<file path="config.mk">
export PLATFORM = sky130hd
export DESIGN_NAME = bcr_regs
export DESIGN_NICKNAME = d
export VERILOG_FILES = /design/src/rtl/bcr_pkg.sv /design/src/rtl/bcr_regs.sv
export SDC_FILE = /design/constraint.sdc
export NUM_CORES = 1
export LEC_CHECK = 0
export BUFFER_PORTS_ARGS = -buffer_cell sky130_fd_sc_hd__buf_2
export CAP_MARGIN = 15
export CORE_ASPECT_RATIO = 1.25
export CORE_MARGIN = 2
export CORE_UTILIZATION = 52
export DETAILED_ROUTE_END_ITERATION = 7
export PLACE_DENSITY = 0.77
export SYNTH_ARGS = -nofsm -noshare
export SYNTH_HDL_FRONTEND = slang
export SYNTH_SLANG_ARGS = --single-unit
</file>
<file path="constraint.sdc">
create_clock -name i_sys_clk -period 3.4 [get_ports i_sys_clk]
set_input_delay 0.51 -clock i_sys_clk [delete_from_list [all_inputs] [get_ports i_sys_clk]]
set_output_delay 0.51 -clock i_sys_clk [all_outputs]
set_load 0.01 [all_outputs]
</file>
<file path="src/rtl/bcr_pkg.sv">
/*
  bcr_pkg: register map, field layout, reset values and decode tables for the
  step-down converter configuration register group.
  Assumes an 8-bit register port driven by the serial-interface front end.
*/
package bcr_pkg;
  localparam logic [7:0] BCR_OFS_C0_LIMIT_RAMP = 8'h03;
  localparam logic [7:0] BCR_OFS_C1_ENABLE_MODE = 8'h04;
  localparam logic [7:0] BCR_OFS_C1_LIMIT_RAMP = 8'h05;
  localparam logic [7:0] BCR_OFS_C0_SETPOINT = 8'h06;

  localparam logic [7:0] BCR_RST_C0_LIMIT_RAMP = 8'h1A;
  localparam logic [7:0] BCR_RST_C1_ENABLE_MODE = 8'h07;
  localparam logic [7:0] BCR_RST_C1_LIMIT_RAMP = 8'h1B;
  localparam logic [7:0] BCR_RST_C0_SETPOINT = 8'hB1;

  localparam int BCR_LIM_LSB = 3;
  localparam int BCR_RAMP_LSB = 0;
  localparam int BCR_FPWM_BIT = 3;
  localparam int BCR_DIS_BIT = 2;
  localparam int BCR_PIN_BIT = 1;
  localparam int BCR_EN_BIT = 0;

  // setpoint segment boundaries and bases, output in millivolts
  localparam logic [7:0] BCR_SEG1_LO = 8'h14;
  localparam logic [7:0] BCR_SEG2_LO = 8'h18;
  localparam logic [7:0] BCR_SEG3_LO = 8'h9E;
  localparam logic [11:0] BCR_SEG1_BASE_MV = 12'h2BC;
  localparam logic [11:0] BCR_SEG2_BASE_MV = 12'h2DF;
  localparam logic [11:0] BCR_SEG3_BASE_MV = 12'h58C;
  localparam logic [11:0] BCR_SEG1_STEP_MV = 12'h00A;
  localparam logic [11:0] BCR_SEG2_STEP_MV = 12'h005;
  localparam logic [11:0] BCR_SEG3_STEP_MV = 12'h014;

  // current limit in units of 0.5 A; 1.5 A is 3
  localparam logic [3:0] BCR_LIM_BASE_HALF_A = 4'h3;
  // ramp rate in units of 0.01 mV/us indexed by code
  localparam logic [9:0] BCR_RAMP_TABLE [8] = '{10'h000, 10'h000, 10'h3E8, 10'h2EE,
                                               10'h17C, 10'h0BE, 10'h05E, 10'h02F};

  typedef struct packed {
    logic [3:0] limit_half_a;
    logic [9:0] ramp_centi_mv_us;
    logic ramp_both_edges;
  } bcr_conv_ctl_t;

  typedef struct packed {
    logic wr;
    logic [7:0] addr;
    logic [7:0] wdata;
  } bcr_reg_req_t;
endpackage

</file>
<file path="src/rtl/bcr_regs.sv">
/*
  bcr_regs: the four converter configuration registers and their decoded
  controls for the analog regulator.
  Assumes register writes and reads come from the serial-interface front end
  on the same clock; only the external enable pin is asynchronous.
*/
`timescale 1ns/1ps
`default_nettype none
module bcr_regs import bcr_pkg::*; (
  input wire logic i_sys_clk,
  input wire logic i_rst_n,
  input wire bcr_reg_req_t i_req,
  output logic [7:0] o_rdata,
  output logic o_addr_hit,
  input wire logic i_en_pin,
  output bcr_conv_ctl_t o_conv0_ctl,
  output bcr_conv_ctl_t o_conv1_ctl,
  output logic [11:0] o_conv0_setpoint_mv,
  output logic o_conv1_run,
  output logic o_conv1_forced_pulse_width,
  output logic o_conv1_discharge_on
);
  logic [7:0] c0_lr_q;
  logic [7:0] c1_em_q;
  logic [7:0] c1_lr_q;
  logic [7:0] c0_sp_q;
  logic [2:0] pin_sync_q;
  logic pin_level_q;
  bcr_conv_ctl_t c0_ctl_q;
  bcr_conv_ctl_t c1_ctl_q;
  logic [11:0] sp_mv_q;
  logic c1_run_q;
  logic c1_fpwm_q;
  logic c1_dis_q;

  wire sel_c0_lr = i_req.addr == BCR_OFS_C0_LIMIT_RAMP;
  wire sel_c1_em = i_req.addr == BCR_OFS_C1_ENABLE_MODE;
  wire sel_c1_lr = i_req.addr == BCR_OFS_C1_LIMIT_RAMP;
  wire sel_c0_sp = i_req.addr == BCR_OFS_C0_SETPOINT;
  assign o_addr_hit = sel_c0_lr | sel_c1_em | sel_c1_lr | sel_c0_sp;
  // full byte readback, reserved bits included
  assign o_rdata = sel_c0_lr ? c0_lr_q : sel_c1_em ? c1_em_q :
                   sel_c1_lr ? c1_lr_q : sel_c0_sp ? c0_sp_q : 8'h00;

  // register writes take effect at any time, even while running
  always_ff @(posedge i_sys_clk) begin
    if (!i_rst_n) begin
      c0_lr_q <= BCR_RST_C0_LIMIT_RAMP;
      c1_em_q <= BCR_RST_C1_ENABLE_MODE;
      c1_lr_q <= BCR_RST_C1_LIMIT_RAMP;
      c0_sp_q <= BCR_RST_C0_SETPOINT;
    end else if (i_req.wr) begin
      if (sel_c0_lr) c0_lr_q <= i_req.wdata;
      if (sel_c1_em) c1_em_q <= i_req.wdata;
      if (sel_c1_lr) c1_lr_q <= i_req.wdata;
      if (sel_c0_sp) c0_sp_q <= i_req.wdata;
    end
  end

  // pin is asynchronous: three stages, change taken when last two agree
  always_ff @(posedge i_sys_clk) begin
    if (!i_rst_n) begin
      pin_sync_q <= 3'h0;
      pin_level_q <= 1'b0;
    end else begin
      pin_sync_q <= {pin_sync_q[1:0], i_en_pin};
      if (pin_sync_q[1] == pin_sync_q[2]) pin_level_q <= pin_sync_q[2];
    end
  end

  // checks wait one edge past release: the first decode still holds reset zeros
  logic live_q;
  always_ff @(posedge i_sys_clk) begin
    live_q <= i_rst_n;
  end

  wire [2:0] c0_lim_code = c0_lr_q[BCR_LIM_LSB +: 3];
  wire [2:0] c1_lim_code = c1_lr_q[BCR_LIM_LSB +: 3];
  wire [2:0] c0_ramp_code = c0_lr_q[BCR_RAMP_LSB +: 3];
  wire [2:0] c1_ramp_code = c1_lr_q[BCR_RAMP_LSB +: 3];
  // codes 4..7 are reserved; the host keeps off them, so only low bits decode
  wire [3:0] c0_lim_d = BCR_LIM_BASE_HALF_A + {2'h0, c0_lim_code[1:0]};
  wire [3:0] c1_lim_d = BCR_LIM_BASE_HALF_A + {2'h0, c1_lim_code[1:0]};
  // reserved ramp codes 0 and 1 decode to zero rate, host must avoid them
  wire [9:0] c0_ramp_d = BCR_RAMP_TABLE[c0_ramp_code];
  wire [9:0] c1_ramp_d = BCR_RAMP_TABLE[c1_ramp_code];

  wire [7:0] sp_code = c0_sp_q;
  wire [11:0] sp_off1 = 12'(sp_code - BCR_SEG1_LO);
  wire [11:0] sp_off2 = 12'(sp_code - BCR_SEG2_LO);
  wire [11:0] sp_off3 = 12'(sp_code - BCR_SEG3_LO);
  wire [11:0] sp_mv1 = 12'(BCR_SEG1_BASE_MV + sp_off1 * BCR_SEG1_STEP_MV);
  wire [11:0] sp_mv2 = 12'(BCR_SEG2_BASE_MV + sp_off2 * BCR_SEG2_STEP_MV);
  wire [11:0] sp_mv3 = 12'(BCR_SEG3_BASE_MV + sp_off3 * BCR_SEG3_STEP_MV);
  // codes below 0x14 are reserved; clamp to the lowest point rather than wrap
  wire [11:0] sp_mv_d = (sp_code >= BCR_SEG3_LO) ? sp_mv3 :
                        (sp_code >= BCR_SEG2_LO) ? sp_mv2 :
                        (sp_code >= BCR_SEG1_LO) ? sp_mv1 : BCR_SEG1_BASE_MV;

  wire c1_soft_en = c1_em_q[BCR_EN_BIT];
  wire c1_pin_gate = c1_em_q[BCR_PIN_BIT];
  wire c1_run_d = c1_soft_en & (~c1_pin_gate | pin_level_q);

  always_ff @(posedge i_sys_clk) begin
    if (!i_rst_n) begin
      c0_ctl_q <= '0;
      c1_ctl_q <= '0;
      sp_mv_q <= '0;
      c1_run_q <= 1'b0;
      c1_fpwm_q <= 1'b0;
      c1_dis_q <= 1'b0;
    end else begin
      c0_ctl_q <= '{limit_half_a: c0_lim_d, ramp_centi_mv_us: c0_ramp_d, ramp_both_edges: 1'b1};
      c1_ctl_q <= '{limit_half_a: c1_lim_d, ramp_centi_mv_us: c1_ramp_d, ramp_both_edges: 1'b1};
      sp_mv_q <= sp_mv_d;
      c1_run_q <= c1_run_d;
      c1_fpwm_q <= c1_em_q[BCR_FPWM_BIT];
      c1_dis_q <= c1_em_q[BCR_DIS_BIT] & ~c1_run_d;
    end
  end

  assign o_conv0_ctl = c0_ctl_q;
  assign o_conv1_ctl = c1_ctl_q;
  assign o_conv0_setpoint_mv = sp_mv_q;
  assign o_conv1_run = c1_run_q;
  assign o_conv1_forced_pulse_width = c1_fpwm_q;
  assign o_conv1_discharge_on = c1_dis_q;

  a_limit_map: assert property (@(posedge i_sys_clk) disable iff (!i_rst_n || !live_q)
    1'b1 |=> o_conv0_ctl.limit_half_a == 4'(BCR_LIM_BASE_HALF_A + {2'h0, $past(c0_lr_q[4:3])}))
    else $error("converter 0 limit decode wrong");
  a_limit_same: assert property (@(posedge i_sys_clk) disable iff (!i_rst_n || !live_q)
    (c0_lr_q[5:3] == c1_lr_q[5:3]) |=> o_conv0_ctl.limit_half_a == o_conv1_ctl.limit_half_a)
    else $error("converter limit tables differ");
  a_limit_live: assert property (@(posedge i_sys_clk) disable iff (!i_rst_n || !live_q)
    (i_req.wr && sel_c0_lr && c1_run_q) |=> ##1 o_conv0_ctl.limit_half_a ==
      4'(BCR_LIM_BASE_HALF_A + {2'h0, $past(i_req.wdata[4:3], 2)}))
    else $error("live limit write not applied");
  a_ramp_fast: assert property (@(posedge i_sys_clk) disable iff (!i_rst_n || !live_q)
    (c0_lr_q[2:0] == 3'h2) |=> o_conv0_ctl.ramp_centi_mv_us == 10'h3E8)
    else $error("ramp code 2 not 10 mV/us");
  a_ramp_slow: assert property (@(posedge i_sys_clk) disable iff (!i_rst_n || !live_q)
    (c1_lr_q[2:0] == 3'h7) |=> o_conv1_ctl.ramp_centi_mv_us == 10'h02F)
    else $error("ramp code 7 not 0.47 mV/us");
  a_ramp_edges: assert property (@(posedge i_sys_clk) disable iff (!i_rst_n || !live_q)
    ##1 (o_conv0_ctl.ramp_both_edges && o_conv1_ctl.ramp_both_edges))
    else $error("ramp not applied to both edges");
  a_mode_bit: assert property (@(posedge i_sys_clk) disable iff (!i_rst_n || !live_q)
    $rose(c1_em_q[BCR_FPWM_BIT]) |=> o_conv1_forced_pulse_width)
    else $error("forced pulse width not set");
  a_discharge: assert property (@(posedge i_sys_clk) disable iff (!i_rst_n || !live_q)
    o_conv1_discharge_on |-> !o_conv1_run && $past(c1_em_q[BCR_DIS_BIT]))
    else $error("discharge while running or unset");
  a_pin_gate: assert property (@(posedge i_sys_clk) disable iff (!i_rst_n || !live_q)
    (c1_em_q[1:0] == 2'h3 && !pin_level_q) |=> !o_conv1_run)
    else $error("runs without enable pin");
  a_soft_off: assert property (@(posedge i_sys_clk) disable iff (!i_rst_n || !live_q)
    (!c1_em_q[BCR_EN_BIT]) |=> !o_conv1_run)
    else $error("runs with soft enable clear");
  a_setpoint_lo: assert property (@(posedge i_sys_clk) disable iff (!i_rst_n || !live_q)
    (c0_sp_q == 8'h17) |=> o_conv0_setpoint_mv == 12'h2DA)
    else $error("code 0x17 not 0.73 V");
  a_setpoint_mid: assert property (@(posedge i_sys_clk) disable iff (!i_rst_n || !live_q)
    (c0_sp_q == 8'h9D) |=> o_conv0_setpoint_mv == 12'h578)
    else $error("code 0x9D not 1.4 V");
  a_setpoint_hi: assert property (@(posedge i_sys_clk) disable iff (!i_rst_n || !live_q)
    (c0_sp_q == 8'hFF) |=> o_conv0_setpoint_mv == 12'hD20)
    else $error("code 0xFF not 3.36 V");
  a_reserved_keep: assert property (@(posedge i_sys_clk) disable iff (!i_rst_n || !live_q)
    (i_req.wr && sel_c1_em) |=> c1_em_q == $past(i_req.wdata))
    else $error("reserved bits not stored");

  // registers come out of reset at their documented defaults
  a_rst_limit0: assert property (@(posedge i_sys_clk)
    disable iff (!i_rst_n || !live_q)
    !$past(i_rst_n) |-> c0_lr_q == BCR_RST_C0_LIMIT_RAMP)
    else $error("converter 0 limit register reset wrong");
  a_rst_mode1: assert property (@(posedge i_sys_clk)
    disable iff (!i_rst_n || !live_q)
    !$past(i_rst_n) |-> c1_em_q == BCR_RST_C1_ENABLE_MODE)
    else $error("converter 1 mode register reset wrong");
  a_rst_limit1: assert property (@(posedge i_sys_clk)
    disable iff (!i_rst_n || !live_q)
    !$past(i_rst_n) |-> c1_lr_q == BCR_RST_C1_LIMIT_RAMP)
    else $error("converter 1 limit register reset wrong");
  a_rst_setpoint: assert property (@(posedge i_sys_clk)
    disable iff (!i_rst_n || !live_q)
    !$past(i_rst_n) |-> c0_sp_q == BCR_RST_C0_SETPOINT)
    else $error("setpoint register reset wrong");

  // current limit decode, both converters
  a_limit_map1: assert property (@(posedge i_sys_clk)
    disable iff (!i_rst_n || !live_q)
    1'b1 |=> o_conv1_ctl.limit_half_a == 4'(BCR_LIM_BASE_HALF_A + {2'h0, $past(c1_lr_q[4:3])}))
    else $error("converter 1 limit decode wrong");
  a_limit_min: assert property (@(posedge i_sys_clk)
    disable iff (!i_rst_n || !live_q)
    (c0_lr_q[5:3] == 3'h0) |=> o_conv0_ctl.limit_half_a == 4'h3)
    else $error("limit code 0 not 1.5 A");
  a_limit_max: assert property (@(posedge i_sys_clk)
    disable iff (!i_rst_n || !live_q)
    (c0_lr_q[5:3] == 3'h3) |=> o_conv0_ctl.limit_half_a == 4'h6)
    else $error("limit code 3 not 3.0 A");
  a_limit_two: assert property (@(posedge i_sys_clk)
    disable iff (!i_rst_n || !live_q)
    (c1_lr_q[5:3] == 3'h1) |=> o_conv1_ctl.limit_half_a == 4'h4)
    else $error("limit code 1 not 2.0 A");
  a_limit_half: assert property (@(posedge i_sys_clk)
    disable iff (!i_rst_n || !live_q)
    (c1_lr_q[5:3] == 3'h2) |=> o_conv1_ctl.limit_half_a == 4'h5)
    else $error("limit code 2 not 2.5 A");
  a_limit_live1: assert property (@(posedge i_sys_clk)
    disable iff (!i_rst_n || !live_q)
    (i_req.wr && sel_c1_lr && c1_run_q) |=> ##1 o_conv1_ctl.limit_half_a ==
      4'(BCR_LIM_BASE_HALF_A + {2'h0, $past(i_req.wdata[4:3], 2)}))
    else $error("live converter 1 limit write not applied");

  // ramp rate decode; a slow table lookup would show here first
  a_ramp_map0: assert property (@(posedge i_sys_clk)
    disable iff (!i_rst_n || !live_q)
    1'b1 |=> o_conv0_ctl.ramp_centi_mv_us == BCR_RAMP_TABLE[$past(c0_lr_q[2:0])])
    else $error("converter 0 ramp decode wrong");
  a_ramp_map1: assert property (@(posedge i_sys_clk)
    disable iff (!i_rst_n || !live_q)
    1'b1 |=> o_conv1_ctl.ramp_centi_mv_us == BCR_RAMP_TABLE[$past(c1_lr_q[2:0])])
    else $error("converter 1 ramp decode wrong");
  a_ramp_three: assert property (@(posedge i_sys_clk)
    disable iff (!i_rst_n || !live_q)
    (c0_lr_q[2:0] == 3'h3) |=> o_conv0_ctl.ramp_centi_mv_us == 10'h2EE)
    else $error("ramp code 3 not 7.5 mV/us");
  a_ramp_four: assert property (@(posedge i_sys_clk)
    disable iff (!i_rst_n || !live_q)
    (c0_lr_q[2:0] == 3'h4) |=> o_conv0_ctl.ramp_centi_mv_us == 10'h17C)
    else $error("ramp code 4 not 3.8 mV/us");
  a_ramp_five: assert property (@(posedge i_sys_clk)
    disable iff (!i_rst_n || !live_q)
    (c0_lr_q[2:0] == 3'h5) |=> o_conv0_ctl.ramp_centi_mv_us == 10'h0BE)
    else $error("ramp code 5 not 1.9 mV/us");
  a_ramp_six: assert property (@(posedge i_sys_clk)
    disable iff (!i_rst_n || !live_q)
    (c1_lr_q[2:0] == 3'h6) |=> o_conv1_ctl.ramp_centi_mv_us == 10'h05E)
    else $error("ramp code 6 not 0.94 mV/us");
  a_ramp_fast1: assert property (@(posedge i_sys_clk)
    disable iff (!i_rst_n || !live_q)
    (c1_lr_q[2:0] == 3'h2) |=> o_conv1_ctl.ramp_centi_mv_us == 10'h3E8)
    else $error("converter 1 ramp code 2 not 10 mV/us");

  // converter 1 mode, discharge and enable
  a_mode_clear: assert property (@(posedge i_sys_clk)
    disable iff (!i_rst_n || !live_q)
    $fell(c1_em_q[BCR_FPWM_BIT]) |=> !o_conv1_forced_pulse_width)
    else $error("forced pulse width not cleared");
  a_mode_follow: assert property (@(posedge i_sys_clk)
    disable iff (!i_rst_n || !live_q)
    1'b1 |=> o_conv1_forced_pulse_width == $past(c1_em_q[BCR_FPWM_BIT]))
    else $error("mode output does not follow bit");
  a_discharge_on: assert property (@(posedge i_sys_clk)
    disable iff (!i_rst_n || !live_q)
    (c1_em_q[BCR_DIS_BIT] && !c1_run_d) |=> o_conv1_discharge_on)
    else $error("discharge missing while disabled");
  a_discharge_off: assert property (@(posedge i_sys_clk)
    disable iff (!i_rst_n || !live_q)
    !c1_em_q[BCR_DIS_BIT] |=> !o_conv1_discharge_on)
    else $error("discharge on with bit clear");
  a_soft_run: assert property (@(posedge i_sys_clk)
    disable iff (!i_rst_n || !live_q)
    (c1_em_q[1:0] == 2'h1) |=> o_conv1_run)
    else $error("soft enable alone does not run");
  a_pin_run: assert property (@(posedge i_sys_clk)
    disable iff (!i_rst_n || !live_q)
    (c1_em_q[1:0] == 2'h3 && pin_level_q) |=> o_conv1_run)
    else $error("enable pin and bit do not run");
  // a glitch shorter than two samples must not reach the enable decode
  a_pin_hold: assert property (@(posedge i_sys_clk)
    disable iff (!i_rst_n || !live_q)
    (pin_sync_q[1] != pin_sync_q[2]) |=> $stable(pin_level_q))
    else $error("pin level moved without agreement");
  a_pin_take: assert property (@(posedge i_sys_clk)
    disable iff (!i_rst_n || !live_q)
    (pin_sync_q[1] == pin_sync_q[2]) |=> pin_level_q == $past(pin_sync_q[2]))
    else $error("agreed pin level not taken");

  // setpoint segment starts and the reserved clamp
  a_setpoint_one: assert property (@(posedge i_sys_clk)
    disable iff (!i_rst_n || !live_q)
    (c0_sp_q == 8'h14) |=> o_conv0_setpoint_mv == 12'h2BC)
    else $error("code 0x14 not 0.7 V");
  a_setpoint_two: assert property (@(posedge i_sys_clk)
    disable iff (!i_rst_n || !live_q)
    (c0_sp_q == 8'h18) |=> o_conv0_setpoint_mv == 12'h2DF)
    else $error("code 0x18 not 0.735 V");
  a_setpoint_three: assert property (@(posedge i_sys_clk)
    disable iff (!i_rst_n || !live_q)
    (c0_sp_q == 8'h9E) |=> o_conv0_setpoint_mv == 12'h58C)
    else $error("code 0x9E not 1.42 V");
  a_setpoint_clamp: assert property (@(posedge i_sys_clk)
    disable iff (!i_rst_n || !live_q)
    (c0_sp_q < BCR_SEG1_LO) |=> o_conv0_setpoint_mv == 12'h2BC)
    else $error("reserved setpoint not clamped");

  // write path and unmapped accesses
  a_write_limit0: assert property (@(posedge i_sys_clk)
    disable iff (!i_rst_n || !live_q)
    (i_req.wr && sel_c0_lr) |=> c0_lr_q == $past(i_req.wdata))
    else $error("converter 0 limit byte not stored");
  a_write_limit1: assert property (@(posedge i_sys_clk)
    disable iff (!i_rst_n || !live_q)
    (i_req.wr && sel_c1_lr) |=> c1_lr_q == $past(i_req.wdata))
    else $error("converter 1 limit byte not stored");
  a_write_setpoint: assert property (@(posedge i_sys_clk)
    disable iff (!i_rst_n || !live_q)
    (i_req.wr && sel_c0_sp) |=> c0_sp_q == $past(i_req.wdata))
    else $error("setpoint byte not stored");
  a_miss_quiet: assert property (@(posedge i_sys_clk)
    disable iff (!i_rst_n || !live_q)
    (i_req.wr && !o_addr_hit) |=> $stable(c0_lr_q) && $stable(c1_em_q) && $stable(c1_lr_q) && $stable(c0_sp_q))
    else $error("unmapped write changed a register");
  a_miss_zero: assert property (@(posedge i_sys_clk)
    disable iff (!i_rst_n || !live_q)
    !o_addr_hit |-> o_rdata == 8'h00)
    else $error("unmapped read not zero");
endmodule
`default_nettype wire

</file>
Yosys cells after proc, flatten, opt, wreduce, memory -nomap -nowiden
Memory sizes are Yosys's and may differ from the RTL's. A register that Yosys moved wholly into a read port is not among the register bits.
Cells that the tools add are included.
- add/sub/neg operators: 8
- order comparisons: 3
- reductions and logical operators: 6
- multiply operators: 3
- equality and inequality tests: 5
- bitwise operators: 10
- multiplexer cells: 9
- operators with widths (cell ; count):
    12-bit 2-to-1 mux ; 3
    8-bit 2-to-1 mux ; 4
    10-bit by 12-bit adder with 12-bit output, first input constant ; 2
    8-bit by 3-bit == test with 1-bit output, second input constant ; 3
    8-bit by 5-bit subtractor with 9-bit output, second input constant ; 2
    8-bit by 5-bit >= comparator with 1-bit output, second input constant ; 2
    11-bit by 12-bit adder with 12-bit output, first input constant ; 1
    12-bit by 3-bit multiplier with 10-bit output, second input constant ; 1
    12-bit by 3-bit multiplier with 11-bit output, second input constant ; 1
    12-bit by 3-bit multiplier with 12-bit output, second input constant ; 1
    8-bit by 8-bit subtractor with 9-bit output, second input constant ; 1
    8-bit by 2-bit == test with 1-bit output, second input constant ; 1
    8-bit >= comparator, second input constant ; 1
    3-bit NOT with 4-bit output ; 2
    2-bit AND reduction ; 4
    2-bit by 2-bit adder with 3-bit output, first input constant ; 2
    1-bit OR ; 4
    1-bit AND ; 2
    1-bit zero test ; 2
    1-bit 2-to-1 mux ; 2
    1-bit NOT ; 2
    1-bit == test ; 1
- input port bits: 20
- register bits after elaboration: 59
- word-level logic and storage cells: 60
- bits in read-only memories: 160
- output and inout port bits: 54
- memories kept: 2
- memories (name ; depth ; width ; read ports ; clocked after Yosys merged registers in ; write ports ; line ; text):
    (no name shown) ; 8 ; 10 ; 1 ; 1 ; 0 ; bcr_regs.sv:86 ; wire [9:0] c1_ramp_d = BCR_RAMP_TABLE[c1_ramp_code];
    (no name shown) ; 8 ; 10 ; 1 ; 1 ; 0 ; bcr_regs.sv:85 ; wire [9:0] c0_ramp_d = BCR_RAMP_TABLE[c0_ramp_code];

Depth between registers and ports, before layout
- depth in word-level cells: 6
- gate-level depth with buffers: 14
- depth with buffers taken out: 14

Worst setup path before layout
OpenSTA, ideal clock, no wires.
- kind: register to register
- start: register c0_sp_q[2]
- end: register sp_mv_q[10], in the netlist o_conv0_setpoint_mv[10]
- path buffers: 0
- clock period less this slack: 3368 ps
- data required time: 3281 ps
- arrival: 3249 ps
- path slack: 32 ps
- library setup time: 119 ps
- stages on the path, launching flop included: 15
- cells stage by stage: dfxtp_1 > inv_1 > ha_1 > nor2b_1 > nor2_1 > xor2_1 > ha_1 > ha_1 > or2_1 > o211ai_2 > or4b_1 > o311a_2 > xor2_1 > o21ai_1 > o221a_1
- cells in the longest elaborated chain, start to end: 6
- elaborated cells on any way between the ends: 15
- classes of those cells: add/sub (6); mul (3); order compare (3); mux (3)
- ends and longest elaborated chain (element ; line ; text):
    from (decl) ; bcr_regs.sv:26 ; logic [7:0] c0_sp_q;
    from (signal assigned) ; bcr_regs.sv:56 ; if (sel_c0_sp) c0_sp_q <= i_req.wdata;
    8-bit by 5-bit subtractor with 9-bit output ; bcr_regs.sv:89 ; wire [11:0] sp_off1 = 12'(sp_code - BCR_SEG1_LO);
    12-bit by 3-bit multiplier with 11-bit output ; bcr_regs.sv:92 ; wire [11:0] sp_mv1 = 12'(BCR_SEG1_BASE_MV + sp_off1 * BCR_SEG1_STEP_MV);
    10-bit by 12-bit adder with 12-bit output ; bcr_regs.sv:92 ;
    12-bit 2-to-1 mux ; bcr_regs.sv:98 ; (sp_code >= BCR_SEG1_LO) ? sp_mv1 : BCR_SEG1_BASE_MV;
    12-bit 2-to-1 mux ; bcr_regs.sv:97 ; (sp_code >= BCR_SEG2_LO) ? sp_mv2 :
    12-bit 2-to-1 mux * ; bcr_regs.sv:96 ; wire [11:0] sp_mv_d = (sp_code >= BCR_SEG3_LO) ? sp_mv3 :
    to (signal assigned) ; bcr_regs.sv:115 ; sp_mv_q <= sp_mv_d;
    to (decl) ; bcr_regs.sv:31 ; logic [11:0] sp_mv_q;
Every way passes the cells marked *; elsewhere a longest branch is shown, timed or not.
A chain may end at the register's enable or synchronous reset.

Worst setup path in the final report
- start: register c0_sp_q[3]
- end: register sp_mv_q[10], in the netlist o_conv0_setpoint_mv[10]
The elaborated chain is that of the path after synthesis.

==> out/summary.txt <==
CP arrival - 3.50 ns
top cells by area, synth - dfxtp_1 31%, ha_1 14%, xnor2_1 4.9%, nor2_1 4.4%, mux2i_1 4.2%
Fmax achieved - 305 MHz
Die Y-Extent - 113 um
WP depth - 14
mux cell area share after synthesis - 4.45%
complex-gate fraction of the synthesized area - 16.8%
Hold Slack - 0.384 ns
Largest delay share family, worst path - simple AND/OR/NAND/NOR gates
fin area - 5960 um^2
Hold Path Class - input port to flop
crit-path most repeated cell - xor2_1
CTS tree - yes
placed cell areas - 5540 um^2
met2 GRT Util - 43.0%
clk_skew - 0.00774 ns
Clock Path Buffers - 2
GR Layer Usage met1 - 27.5%
number of synthesized flops with an enable pin - 0
Clk pin slew, worst setup/hold paths - 0.06 ns
clk_lat worst skew - 0.34 ns
worst-margin pin slew - 0.759 ns
critical path launch point type - flop
# clock sinks - 78
Layout area overhead - 19.5%
final-report hold violation count - 0
post-synth top area cell - dfxtp_1
total gr overflow - 0
Leakage - 2.79 nW
CTS Buf Count - 9
layout cells sized above 1 - 20.8%
count leader, synth - dfxtp_1
cell with the largest stage delay on the worst path - or4b_1
Hold Path Origin - i_en_pin
Final #Nets - 740
top cells by count, synth - 78 x dfxtp_1, 59 x nor2_1, 54 x ha_1, 50 x nand2_1, 38 x inv_1
worst-path fanout max - 5
fraction of the mapped netlist area in simple logic gates - 16.9%
Tmin final - 3.27 ns
fin crit share - 96.3%
largest net degree at the start of global routing - 35
Detailed Place HPWL - 9420 um
first-pass GRT wire length - 19,800 um
Worst Path Required - 3.62 ns
share of the synthesized area in the top cell type - 31.3%
Placed Cells - 768
Final Max Tran Viols - 0
Antenna Cells - 0
Pwr Total - 2.08 mW
Total GRT Usage - 23.6%
unrepaired setup endpoints after global routing - true
r2r endpoint - o_conv0_setpoint_mv[10]
die width - 91.6 um
crit path buf inv count - 1
PortBufs - 71
max incr delay on CP - 0.44 ns
Slew headroom - 49.0%
post-synthesis cell type count - 61
filler cell count - 758
met3 Usage GRT - 4.56%
max-cap violations - 0
worst reg2reg path startpoint - c0_sp_q[3]
status - complete, no violations
gpl congestion - 0.960
average size of a mapped cell - 8.62 um^2
Iteration-0 DRC Markers - 323
Hold EP - pin_sync_q[0]
main combinational cell family by area after synthesis - simple AND/OR/NAND/NOR gates
vias in the first global route - 4,153
DRC Markers - 0
TritonRoute pass-1 iters - 5
sequential-to-total area share from yosys stat - 31.3%
row cnt - 39
core area - 9220 um^2
r2r setup slk - 0.13 ns
CTS Root Cell - clkbuf_16
xor/xnor cell area share of the yosys netlist - 8.26%
Worst Setup Path Type - flop to flop
Pwr Density - 349 nW/um^2
mapped cell area - 4980 um^2
Final Non-Filler Cells - 786
synthesized-area fraction occupied by adder cells - 16.8%
Register-to-Register Path Depth - 14
crit path cell chain - inv_1, ha_2, nor2b_2, nor2_1, xor2_1, ha_1, ha_4, or2_1, o211ai_2, or4b_1, o311a_2, xor2_1, o21ai_1, o221a_1
Initial Util - 54.0%
crit end category - flop
htree depth - 3
cell count after synthesis - 578
Post-synth ARST share - 0%
Peak supply drop - 168 uV
# hold bufs at CTS - 0
initial antenna violation count - 0
wire per inst - 15.8 um
final WL - 12,400 um
Routed Antenna Nets - 0
DR vias - 4,394
num ports - 74
Synth Warn # - 0
Primary FF master, synth - dfxtp_1
Final setup viols - 0
DR vias/cell - 5.59
Die ar. - 10,400 um^2
Synth Register Bits - 78
layer with the highest usage - met2
Hold Crit Depth - 2
[per-stage QoR]
stage / setup slack (ns) / utilization [%] / TNS [ns]
5_1_grt: -0.0718 / 64.6 / -0.116
3_3_place_gp: 0.143 / 60.0 / 0
6_report: 0.125 / 64.6 / 0
4_1_cts: 0.00705 / 63.5 / 0
3_5_place_dp: 0.0489 / 60.0 / 0
2_1_floorplan: 0.0320 / - / 0
[area by class of cell]
type | count | area (um^2) | area share (%)
Timing Repair Buffer | 95 | 536 | 8.99
Multi-Input combinational cell | 435 | 3240 | 54.4
Tap cell | 123 | 154 | 2.58
Sequential cell | 78 | 1560 | 26.3
Clock buffer | 10 | 229 | 3.84
Clock inverter | 6 | 86.3 | 1.45
Inverter | 39 | 146 | 2.46
[cells by family (layout without fill, tap and decap cells)]
group,Yosys count,count (layout)
AO/OA/AOI/OAI,124,124
multiplexers,22,22
XOR/XNOR,47,47
adder cells (fa/ha/maj),62,62
AND/OR/NAND/NOR,178,178
flip-flops,78,78
buffers and inverters,66,150
other,1,2
[worst max-delay path by stage]
stage	from	end	slack [ns]
6_report	c0_sp_q[3]	o_conv0_setpoint_mv[10]	0.13
3_3_place_gp	c0_sp_q[5]	o_conv0_setpoint_mv[9]	0.14
2_1_floorplan	c0_sp_q[2]	o_conv0_setpoint_mv[10]	0.03
3_5_place_dp	c0_sp_q[3]	o_conv0_setpoint_mv[10]	0.05
4_1_cts	c0_sp_q[2]	o_conv0_setpoint_mv[11]	0.007
5_1_grt	c0_sp_q[2]	o_conv0_setpoint_mv[10]	-0.07
[layer usage]
| layer | routed length [um] | share of wire, % |
|---|---|---|
| met5 | 0 | 0 |
| met4 | 221 | 1.8 |
| met3 | 641 | 5.2 |
| met2 | 6460 | 52 |
| met1 | 5110 | 41 |
[cell usage in the layout, fill, tap and decap left out, drive strengths merged, types with 5 or more instances in the layout]
cell    synthesis  layout
nor2           59      59
and2            7       7
mux2i          21      21
nand3           7       7
a21o            9       9
dfxtp          78      78
nor2b           6       6
o21ai          20      20
and3            7       7
a21oi          37      37
buf            10      95
ha             54      54
nand2b          6       6
nor3           16      16
o21a            8       8
clkbuf         17      10
nand2          50      50
inv            38      38
xor2           19      19
a22oi           8       8
o221ai          5       5
o211ai          7       7
xnor2          28      28
fa              8       8
[power by group]
| part | switching (mW) | internal [mW] | leakage, nW | total, mW |
|---|---|---|---|---|
| Clock | 0.374 | 0.641 | 0.152 | 1.02 |
| Sequential | 0.00479 | 0.932 | 0.638 | 0.937 |
| Combinational | 0.0773 | 0.0488 | 2.00 | 0.126 |
[flip-flops by register name, summed over array words and instances, names as in the netlist]
signal and count:
c1_em_q 8, c1_lr_q 8, c0_sp_q 8, o_conv1_ctl 14, pin_sync_q 3, pin_level_q 1, o_conv1_run 1, o_conv1_discharge_on 1
o_conv0_ctl 13, o_conv0_setpoint_mv 12, o_conv1_forced_pulse_width 1, c0_lr_q 8
[worst register-to-register path, delay by kind of cell, from the launching register on]
kind / cells / cell delay (ns)
AOI/OAI and AO/OA: 4 / 0.61
xor gates and xnor gates: 2 / 0.42
adders and majority gates: 3 / 0.79
buffers and inverters: 1 / 0.08
DFF: 1 / 0.36
and+or+nand+nor: 4 / 0.90
[timing repair]
| item | CTS | global route |
|---|---|---|
| gates resized for setup | 0 | 19 |
| setup endpoints to repair | 0 | 3 |
| buffers inserted | 0 | 2 |
No activity file was read; power rests on OpenSTA's default activity.
